File: src/core/tef_defs.svh
`ifndef TEF_DEFS_SVH
`define TEF_DEFS_SVH

// Register bus geometry
`define TEF_ADDR_W          12
// Register offsets
`define TEF_OFF_LOW_START   12'h01d8
`define TEF_OFF_HIGH_START  12'h01d9
`define TEF_OFF_T1_THR      12'h01da
`define TEF_OFF_E1_THR      12'h01db
`define TEF_OFF_DS3_THR     12'h01dc
`define TEF_OFF_E3_THR      12'h01dd
`define TEF_OFF_DEPTH_ERR   12'h01de
`define TEF_OFF_REALIGN     12'h01df
`define TEF_OFF_CONTROL     12'h01f0
`define TEF_OFF_INT_MASK    12'h01f1
`define TEF_OFF_INT_STATUS  12'h01f2
// Reset values
`define TEF_RST_LOW_START   8'h77
`define TEF_RST_HIGH_START  8'hfe
`define TEF_RST_THR         8'h2d
`define TEF_RST_CONTROL     8'h01
// Field positions
`define TEF_CFG_EMPTY_BIT   7
`define TEF_CFG_FRACT_BIT   6
`define TEF_RA_INT_BIT      1
`define TEF_RA_FP_BIT       0
`define TEF_CTL_AUTO_BIT    0
`define TEF_INT_DEPTH_BIT   0
`define TEF_INT_FP_BIT      1
`define TEF_INT_BUS_BIT     2
// Depth arithmetic
`define TEF_DEPTH_W         10
`define TEF_MAX_OFFSET      10'h010
`define TEF_FRACT_LOW       10'h020
`define TEF_FRACT_HIGH      10'h100
// Timing
`define TEF_CLK_PERIOD_PS   4000
`define TEF_FRAME_TIME_NS   125000
`define TEF_FRAME_CYCLES    ((`TEF_FRAME_TIME_NS * 1000) / `TEF_CLK_PERIOD_PS)

`endif

File: src/core/tef_pkg.sv
`include "tef_defs.svh"

package tef_pkg;

   // Tributary rate of a link
   typedef enum logic [1:0] {
      TEF_RATE_T1  = 2'b00,
      TEF_RATE_E1  = 2'b01,
      TEF_RATE_DS3 = 2'b10,
      TEF_RATE_E3  = 2'b11
   } tef_rate_e;

   // Register port request
   typedef struct packed {
      logic                   wr;
      logic                   rd;
      logic [`TEF_ADDR_W-1:0] addr;
      logic [7:0]             wdata;
   } tef_bus_s;

   // One link's FIFO status, presented once per visit
   typedef struct packed {
      logic                    valid;
      logic [1:0]              payload_group_index;
      logic [4:0]              link;
      tef_rate_e               rate;
      logic                    master;
      logic                    fractional;
      logic [`TEF_DEPTH_W-1:0] depth;
   } tef_link_s;

   // Flow decisions for the presented link
   typedef struct packed {
      logic       valid;
      logic [1:0] payload_group_index;
      logic [4:0] link;
      logic       read_ok;
      logic       just_pos;
      logic       just_neg;
      logic       justify_req;
      logic       emit_stuff;
   } tef_answer_s;

   // Link identity with a strobe, used for errors and resets
   typedef struct packed {
      logic       valid;
      logic [1:0] payload_group_index;
      logic [4:0] link;
   } tef_link_ev_s;

   // Whole state of the block
   typedef struct packed {
      logic [7:0]   low_start;
      logic [7:0]   high_start;
      logic [7:0]   thr_t1;
      logic [7:0]   thr_e1;
      logic [7:0]   thr_ds3;
      logic [7:0]   thr_e3;
      logic [1:0]   flow_cfg;
      logic [1:0]   realign;
      logic         auto_reset_on_depth_error;
      logic [2:0]   int_status;
      logic [2:0]   int_mask;
      logic [127:0] pending;
      logic [127:0] started;
      logic [127:0] jreq_mem;
      tef_answer_s  ans;
      tef_link_ev_s rst_ev;
      logic [7:0]   rdata;
      logic [1:0]   fp_sync;
      logic         fp_prev;
      logic         fp_locked;
      logic [15:0]  frame_cnt;
   } tef_state_s;

endpackage

File: src/core/tef_extract_flow.sv
// Implementation choice: the plain strobed port.
`timescale 1ns/1ps
`include "tef_defs.svh"

// Register map, eight bits each
//   0x1d8 T1 start [3:0], E1 start [7:4]
//   0x1d9 DS3 start [3:0], E3 start [7:4]
//   0x1da T1 upper [3:0], lower [7:4]
//   0x1db E1 levels, same layout
//   0x1dc DS3 levels, upper plus 16
//   0x1dd E3 levels, upper plus 16
//   0x1de Error group, link and flag
//   0x1df Empty [7], fraction [6],
//         internal [1], frame [0]
//   0x1f0 Auto reset enable [0]
//   0x1f1 Interrupt mask [2:0]
//   0x1f2 Interrupt status [2:0]
//
// Reset values
//   Start registers 0x77 and 0xfe
//   Level registers 0x2d
//   Auto reset on, mask clear
//   Request memory all ones
//   Status and pending all clear
//
// Register port
//   Writes land on the next edge
//   Read data stand one cycle
//   Idle read data are zero
//   No wait states
//   Status writes are dropped
//   Unmapped reads return zero
//
// Link visits
//   One link per valid cycle
//   Answer one cycle later
//   Answer stands one cycle
//   State kept per group and link
//   Flops, not RAM: any link, any cycle
//
// Start depth
//   Held until start level reached
//   Released until empty or reset
//   Empty link never readable
//   Start levels top out at 15
//
// Level justification
//   Master, non-fractional links only
//   Positive above upper level
//   Negative below lower level
//   Quiet inside the window
//   Crossed levels fire both flags;
//   software keeps them ordered
//
// Fractional flow
//   Request off above the level
//   Request on below the level
//   Equal depth keeps last request
//   Output echoes one visit only,
//   so sample it in the answer cycle
//   Link reset raises the request
//
// Empty handling
//   Stuff flagged only while clear
//   Stuff on empty shifts the stream
//
// Depth errors
//   Each error marks its link
//   Read pops the highest link
//   Flag stays while more remain
//   A failing link can starve
//   lower links in the encoder
//   Error beats manual reset only
//   while auto reset is on
//
// Realignment
//   Frame pin passes two flops
//   First edge only aligns count
//   Off-count edge is a realign
//   Internal pulse is same-clock
//   Frame period is a parameter
//
// Interrupts
//   Sticky bits, set beats clear
//   Output high on masked-in bit
//
// Limitations
//   Request is not held between
//   visits; far end must latch it
//   One error entry per read
//   Levels are not range checked
module tef_extract_flow #(
   parameter int FRAME_CYCLES = `TEF_FRAME_CYCLES  // Add bus frame period in clocks
) (
   // Clock and reset
   input  wire logic                  mclk_in,
   input  wire logic                  rst_in,
   // Register port
   input  wire tef_pkg::tef_bus_s     bus_in,
   output logic [7:0]                 rd_data_out,
   // Link visits and answers
   input  wire tef_pkg::tef_link_s    link_in,
   output tef_pkg::tef_answer_s       answer_out,
   output logic                       justify_request_out,
   // Link errors and resets
   input  wire tef_pkg::tef_link_ev_s depth_err_in,
   input  wire tef_pkg::tef_link_ev_s manual_reset_in,
   output tef_pkg::tef_link_ev_s      link_reset_out,
   // Realignment sources
   input  wire logic                  add_bus_frame_pulse_in,
   input  wire logic                  internal_bus_realign_in,
   // Interrupt
   output logic                       irq_out
);

   tef_pkg::tef_state_s s;       // Registered state
   tef_pkg::tef_state_s next_s;  // Next state

   // Highest-numbered pending link wins, like the other error encoders
   function automatic logic [6:0] top_pending(input logic [127:0] p);
      logic [6:0] idx;
      idx = 7'h00;
      for (int k = 0; k < 128; k++) begin
         if (p[k]) begin
            idx = 7'(k);
         end
      end
      return idx;
   endfunction

   // Widen a 4-bit level field to depth width
   function automatic logic [`TEF_DEPTH_W-1:0] widen(input logic [3:0] f);
      return {{(`TEF_DEPTH_W-4){1'b0}}, f};
   endfunction

   logic [6:0]              lidx;      // Array index of presented link
   logic [6:0]              top_idx;   // Pending link reported next
   logic [7:0]              thr_sel;   // Threshold byte for the rate
   logic [3:0]              start_f;   // Start depth field for the rate
   logic [`TEF_DEPTH_W-1:0] upper;     // Effective upper level
   logic [`TEF_DEPTH_W-1:0] lower;     // Effective lower level
   logic [`TEF_DEPTH_W-1:0] fract_thr; // Fractional flow level
   logic                    started;   // Reader released for this link
   logic                    fp_rise;   // Synchronised frame pulse edge
   logic [6:0]              ridx;      // Index of link being reset

   // Group and link form a 7-bit index over 128 entries
   assign lidx    = {link_in.payload_group_index, link_in.link};
   assign top_idx = top_pending(s.pending);

   // Select levels from the link's tributary rate
   always_comb begin
      thr_sel = s.thr_t1;
      start_f = s.low_start[3:0];
      case (link_in.rate)
         tef_pkg::TEF_RATE_T1: begin
            thr_sel = s.thr_t1;
            start_f = s.low_start[3:0];
         end
         tef_pkg::TEF_RATE_E1: begin
            thr_sel = s.thr_e1;
            start_f = s.low_start[7:4];
         end
         tef_pkg::TEF_RATE_DS3: begin
            thr_sel = s.thr_ds3;
            start_f = s.high_start[3:0];
         end
         tef_pkg::TEF_RATE_E3: begin
            thr_sel = s.thr_e3;
            start_f = s.high_start[7:4];
         end
         default: begin
            thr_sel = s.thr_t1;
            start_f = s.low_start[3:0];
         end
      endcase
   end

   // High-rate links get sixteen bytes of headroom on the upper level
   always_comb begin
      upper = widen(thr_sel[3:0]);
      if (link_in.rate == tef_pkg::TEF_RATE_DS3 || link_in.rate == tef_pkg::TEF_RATE_E3) begin
         upper = widen(thr_sel[3:0]) + `TEF_MAX_OFFSET;
      end
      lower = widen(thr_sel[7:4]);
      fract_thr = s.flow_cfg[1] ? `TEF_FRACT_HIGH : `TEF_FRACT_LOW;
   end

   // Reader is released once depth reaches the start level
   assign started = s.started[lidx] || (link_in.depth >= widen(start_f));

   // Frame edge only from the second synchroniser stage onward
   assign fp_rise = s.fp_sync[1] && !s.fp_prev;

   // Reset target follows the same choice as the reset pulse itself
   assign ridx = (depth_err_in.valid && s.auto_reset_on_depth_error)
                 ? {depth_err_in.payload_group_index, depth_err_in.link}
                 : {manual_reset_in.payload_group_index, manual_reset_in.link};

   // Next-state logic for registers, flow decisions and event flags
   always_comb begin
      // Pulses and read data fall back to zero each cycle
      next_s = s;
      next_s.rdata = 8'h00;
      next_s.ans = '0;
      next_s.rst_ev = '0;

      // Per-link flow decisions
      if (link_in.valid) begin
         next_s.ans.valid = 1'b1;
         next_s.ans.payload_group_index   = link_in.payload_group_index;
         next_s.ans.link  = link_in.link;
         next_s.started[lidx] = started && (link_in.depth != '0);
         next_s.ans.read_ok = started && (link_in.depth != '0);
         // Slave links follow the incoming rate and never justify by level
         if (link_in.master && !link_in.fractional) begin
            next_s.ans.just_pos = link_in.depth > upper;
            next_s.ans.just_neg = link_in.depth < lower;
         end
         // Equal depth keeps the previous request, avoiding chatter
         if (link_in.fractional) begin
            if (link_in.depth > fract_thr) begin
               next_s.jreq_mem[lidx] = 1'b0;
            end else if (link_in.depth < fract_thr) begin
               next_s.jreq_mem[lidx] = 1'b1;
            end
            next_s.ans.justify_req = next_s.jreq_mem[lidx];
         end
         // Empty FIFO emits stuff only when the global bit is clear
         next_s.ans.emit_stuff = (link_in.depth == '0) && !s.flow_cfg[0];
      end

      // Link resets, auto on error or by hand; error wins the cycle
      if (depth_err_in.valid && s.auto_reset_on_depth_error) begin
         next_s.rst_ev = depth_err_in;
         next_s.started[ridx] = 1'b0;
         next_s.jreq_mem[ridx] = 1'b1;
      end else if (manual_reset_in.valid) begin
         next_s.rst_ev = manual_reset_in;
         next_s.started[ridx] = 1'b0;
         next_s.jreq_mem[ridx] = 1'b1;
      end

      // Frame pulse synchroniser and frame counter
      // Counter free-runs, so a missing pulse is not flagged
      next_s.fp_sync = {s.fp_sync[0], add_bus_frame_pulse_in};
      next_s.fp_prev = s.fp_sync[1];
      if (fp_rise) begin
         next_s.frame_cnt = 16'h0000;
         next_s.fp_locked = 1'b1;
      end else if (s.frame_cnt == 16'(FRAME_CYCLES - 1)) begin
         next_s.frame_cnt = 16'h0000;
      end else begin
         next_s.frame_cnt = s.frame_cnt + 16'h0001;
      end

      // Register writes
      // Only the two flow bits of the realign register are writable
      if (bus_in.wr) begin
         case (bus_in.addr)
            `TEF_OFF_LOW_START:  next_s.low_start  = bus_in.wdata;
            `TEF_OFF_HIGH_START: next_s.high_start = bus_in.wdata;
            `TEF_OFF_T1_THR:     next_s.thr_t1     = bus_in.wdata;
            `TEF_OFF_E1_THR:     next_s.thr_e1     = bus_in.wdata;
            `TEF_OFF_DS3_THR:    next_s.thr_ds3    = bus_in.wdata;
            `TEF_OFF_E3_THR:     next_s.thr_e3     = bus_in.wdata;
            `TEF_OFF_REALIGN: begin
               next_s.flow_cfg = {bus_in.wdata[`TEF_CFG_FRACT_BIT],
                                  bus_in.wdata[`TEF_CFG_EMPTY_BIT]};
            end
            `TEF_OFF_CONTROL: begin
               next_s.auto_reset_on_depth_error = bus_in.wdata[`TEF_CTL_AUTO_BIT];
            end
            `TEF_OFF_INT_MASK:   next_s.int_mask   = bus_in.wdata[2:0];
            default: begin
               // Status and unmapped writes are ignored
            end
         endcase
      end

      // Register reads, some of which clear what they report
      if (bus_in.rd) begin
         case (bus_in.addr)
            `TEF_OFF_LOW_START:  next_s.rdata = s.low_start;
            `TEF_OFF_HIGH_START: next_s.rdata = s.high_start;
            `TEF_OFF_T1_THR:     next_s.rdata = s.thr_t1;
            `TEF_OFF_E1_THR:     next_s.rdata = s.thr_e1;
            `TEF_OFF_DS3_THR:    next_s.rdata = s.thr_ds3;
            `TEF_OFF_E3_THR:     next_s.rdata = s.thr_e3;
            `TEF_OFF_DEPTH_ERR: begin
               // Pop one entry; flag stays up while more remain
               if (|s.pending) begin
                  next_s.rdata = {top_idx, 1'b1};
                  next_s.pending[top_idx] = 1'b0;
               end
            end
            `TEF_OFF_REALIGN: begin
               // Empty select sits above the fractional select
               next_s.rdata = {s.flow_cfg[0], s.flow_cfg[1], 4'h0, s.realign};
               next_s.realign = 2'b00;
            end
            `TEF_OFF_CONTROL: begin
               next_s.rdata = {7'h00, s.auto_reset_on_depth_error};
            end
            `TEF_OFF_INT_MASK:   next_s.rdata = {5'h00, s.int_mask};
            `TEF_OFF_INT_STATUS: begin
               next_s.rdata = {5'h00, s.int_status};
               next_s.int_status = 3'b000;
            end
            default:             next_s.rdata = 8'h00;
         endcase
      end

      // Events last, so a set in a clearing cycle is kept
      if (depth_err_in.valid) begin
         next_s.pending[{depth_err_in.payload_group_index, depth_err_in.link}] = 1'b1;
         next_s.int_status[`TEF_INT_DEPTH_BIT] = 1'b1;
      end
      // First pulse only aligns the counter, so start-up is not flagged
      if (fp_rise && s.fp_locked && s.frame_cnt != 16'(FRAME_CYCLES - 1)) begin
         next_s.realign[`TEF_RA_FP_BIT] = 1'b1;
         next_s.int_status[`TEF_INT_FP_BIT] = 1'b1;
      end
      if (internal_bus_realign_in) begin
         next_s.realign[`TEF_RA_INT_BIT] = 1'b1;
         next_s.int_status[`TEF_INT_BUS_BIT] = 1'b1;
      end
   end

   // State register; request memory idles high so links may send
   always_ff @(posedge mclk_in or posedge rst_in) begin
      if (rst_in) begin
         // Configuration takes its defaults, status starts clear
         s <= '0;
         s.low_start <= `TEF_RST_LOW_START;
         s.high_start <= `TEF_RST_HIGH_START;
         s.thr_t1 <= `TEF_RST_THR;
         s.thr_e1 <= `TEF_RST_THR;
         s.thr_ds3 <= `TEF_RST_THR;
         s.thr_e3 <= `TEF_RST_THR;
         s.auto_reset_on_depth_error <= 1'(`TEF_RST_CONTROL);
         s.jreq_mem <= {128{1'b1}};
      end else begin
         s <= next_s;
      end
   end

   // Outputs straight from state
   assign rd_data_out         = s.rdata;
   assign answer_out          = s.ans;
   assign justify_request_out = s.ans.justify_req;
   assign link_reset_out      = s.rst_ev;
   // Only flops feed the interrupt, so it cannot glitch
   assign irq_out             = |(s.int_status & s.int_mask);

endmodule

File: config.mk
export PLATFORM = sky130hd
export DESIGN_NAME = tef_extract_flow
export DESIGN_NICKNAME = d
export VERILOG_FILES = /design/src/core/tef_pkg.sv /design/src/core/tef_extract_flow.sv
export VERILOG_INCLUDE_DIRS = /design/src /design/src/core
export SDC_FILE = /design/constraint.sdc
export NUM_CORES = 2
export LEC_CHECK = 0
export BUFFER_PORTS_ARGS = -buffer_cell sky130_fd_sc_hd__buf_2
export CORE_UTILIZATION = 35
export CTS_BUF_LIST = sky130_fd_sc_hd__clkbuf_4
export CTS_CLUSTER_DIAMETER = 150
export DETAILED_ROUTE_END_ITERATION = 8
export PLACE_DENSITY = 0.54
export SLEW_MARGIN = 20
export SYNTH_ARGS = -nofsm -noshare
export SYNTH_HDL_FRONTEND = slang
export SYNTH_SLANG_ARGS = --single-unit
export TNS_END_PERCENT = 50
File: constraint.sdc
create_clock -name mclk_in -period 18.46 [get_ports mclk_in]
set_input_delay 0.923 -clock mclk_in [delete_from_list [all_inputs] [get_ports mclk_in]]
set_output_delay 0.923 -clock mclk_in [all_outputs]
set_load 0.02 [all_outputs]
==> results.md <==
- Post-Place Cell Area: 0.02969 mm^2
- Outcome: finished, final reports clean
- CP required: 19.32 ns
- Tot Pwr: 2.783 mW
- Mapped Avg Cell Area: 8.980 um^2
- RD Place Congestion: 0.9725
- Arr. time, crit path: 5.40 ns
- Post-detail-place hpwl: 74330 um
- Final design utilization: 39.28%
- DR pass1 iterations: 9
- Hold wc startpoint: internal_bus_realign_in
- Largest net degree at the start of global routing: 106
- CTS Buf Count: 146
- Longest Clk Path Bufs: 3
- Hold Vio Cnt, Final: 0
- Dominant cell type by area after synthesis: dfrtp_1
- Core area: 0.08068 mm^2
- Initial antenna violation count: 12
- Pleak: 12.21 nW
- CP Launch Type: flop
- PD cells: 87.80 mW/mm^2
- Slew Limit Fails: 0
- DRC Markers: 0
- Synth top area share: 29.20%
- Worst setup EP type: flop
- DR vias/cell: 6.310
- Most common flop cell mapped by yosys: dfrtp_1
- Final setup skew: 0.08048 ns
- Count of different cell masters after synthesis: 97
- Starting DRT DRC Count: 3477
- Setup CP Type: reg2reg
- Final instance area: 0.03169 mm^2
- Later-pin clock latency in the skew report: 1.05 ns
- Crit share post-route: 24.61%
- CTS clk-pin slew, worst paths: 0.06 ns
- Yosys warns: 0
- Top cells by area, synth: dfrtp_1 (29%), dfstp_2 (15%), nor2_1 (5.6%)
- Count leader, synth: nor2_1
- Number of flops mapped to enable cells by yosys: 0
- Critical R2R Launch: s[484]
- Synth-to-Final Area Change: 10.70%
- First-pass GRT wire length: 174000 um
- Instance count of the mapped netlist: 3188
- Post-synth top cells: nor2_1 (424), nand2_1 (406), dfrtp_1 (334), o21ai_0 (185), dfstp_2 (158)
- Hold Path Sink: s[441]
- Clk sinks: 492
- Grt ovf: 0
- CP max FO: 66
- Post-DRT Antenna Nets: 0
- Max transition margin: 18.24%
- Post-CTS Setup Bufs: 0
- Worst Hold Depth: 2
- Number of max-cap violations: 0
- Top Ports: 95
- Die height: 288.0 um
- Global Route Usage Sum: 28.02%
- Hold Path Class: in2reg
- Final #Nets: 3312
- DRT Wirelength: 117600 um
- R2r endpoint: s[264]
- # rows: 104
- H-tree levels: 4
- Synthesized net count: 3268
- Drt wl/cell: 26.63 um
- Fmax: 220.1 MHz
- Vias in the first global route: 26390
- Die Area: 0.08294 mm^2
- Reg2reg path depth: 11
- IR Drop Worst-Case VDD: 58.16 uV
- Register area share after synthesis: 43.70%
- Final worst path period need: 4.543 ns
- Sum Neg Setup Slack: 0 ns
- Share of flip-flops with an asynchronous set or reset: 100.0%
- Initial Util: 35.48%
- Fraction of layout cells with a size suffix above 1: 21.49%
- Chip width: 288.0 um
- Unrepaired setup endpoints after global routing: no
- Synthesized area: 0.02863 mm^2
- Vias: 27860
- CTS tree: yes
- R2R Setup Slk: 13.92 ns
- Final setup vio count: 0
- # port buffers: 94
- Clock root buffer: clkbuf_4
- Seq cells post-synth: 492
- Slew @ Worst Pin: 1.216 ns
how the worst max path moves through the flow:
stage,startpoint,end,depth (start not counted)
6_report,s[484],s[264],11
3_5_place_dp,link_in[13],s[224],12
3_3_place_gp,link_in[13],s[224],12
2_1_floorplan,rst_in,answer_out[0],1
5_1_grt,s[476],s[261],11
4_1_cts,s[480],s[264],11
final cells by class:
type | count | area (um^2)
fillers | 8191 | 48990
multi-input cells | 2356 | 14680
flip-flops and latches | 492 | 12510
clock buffers | 218 | 1637
well taps | 1060 | 1326
repair buffers | 140 | 840.8
inverters | 96 | 367.9
clock inverters | 48 | 320.3
diodes | 5 | 12.51
cells in the final DEF, fill, tap and decap left out, types with 28 or more instances in the layout:
master	netlist	final
nor2_1	424	421
nand2_1	406	399
dfrtp_1	334	334
clkbuf_4	0	218
o21ai_0	185	184
dfstp_2	158	158
a21oi_1	127	127
o221ai_1	116	116
nand4_1	114	114
inv_1	95	94
buf_2	22	92
mux2_2	80	80
nand3_1	66	65
a31oi_1	64	64
a221o_1	60	60
nor4_1	57	57
a211oi_1	51	51
a22oi_1	43	43
buf_4	38	43
nor2b_1	38	37
a221oi_1	37	37
nor3_1	37	35
clkinv_1	1	28
metal layers:
layer,vias to the layer above,GRT usage [%],routed length (um)
li1,12110,-,-
met4,18,13.49,5175
met5,-,0,111
met2,1690,39.36,49150
met3,350,7.884,12490
met1,13690,39.28,50630
sequential cells by signal, indices dropped and copies added (netlist names):
name and flops:
s 461, answer_out 12, link_reset_out 8, rd_data_out 8, next_s 2, justify_request_out 1
through the flow:
| step | setup WS [ns] | hold slack, ns | cells |
|---|---|---|---|
| final | 13.92 | 0.1340 | 4415 |
| after global routing | 13.76 | 0.09012 | 4414 |
| after CTS | 13.97 | 0.03814 | 4410 |
| after detailed placement | 12.92 | 0.3418 | 4142 |
| after global placement | 12.93 | 0.3357 | 4141 |
| after floorplan | 4.066 | 0.3312 | 3188 |
repair_timing:
| item | CTS | global route |
|---|---|---|
| hold buffers | 2 | 0 |
| resized for setup | 0 | 0 |
| hold endpoints to repair | 3 | 0 |
logic make-up (layout without fill, tap and decap cells):
family / after synthesis / count (layout) / share of synthesized area [%]
xor+xnor: 12 / 12 / 0.3672
mux: 115 / 115 / 5.118
fa+ha+maj: 16 / 16 / 0.6993
other cells: 0 / 5 / 0
simple gates: 1290 / 1290 / 21.23
buf+inv: 340 / 502 / 5.367
flops: 492 / 492 / 43.70
compound gates: 923 / 923 / 23.52
worst max-delay path: stages, from the launching register on:
cell,delay [ns]
dfstp_2,0.39
mux4_2,0.45
ha_1,0.27
nand2b_1,0.14
a21o_1,0.17
a21o_1,0.17
a211o_2,0.32
buf_4,0.35
and2_1,0.36
a31oi_4,0.84
buf_4,0.60
a211oi_1,0.15
power by group:
group	total [mW]	internal, mW	switching (mW)
sequential	1.31	1.21	0.0943
clock	1.13	0.588	0.542
combinational	0.346	0.126	0.219
Power figures use the tool's default switching activity.
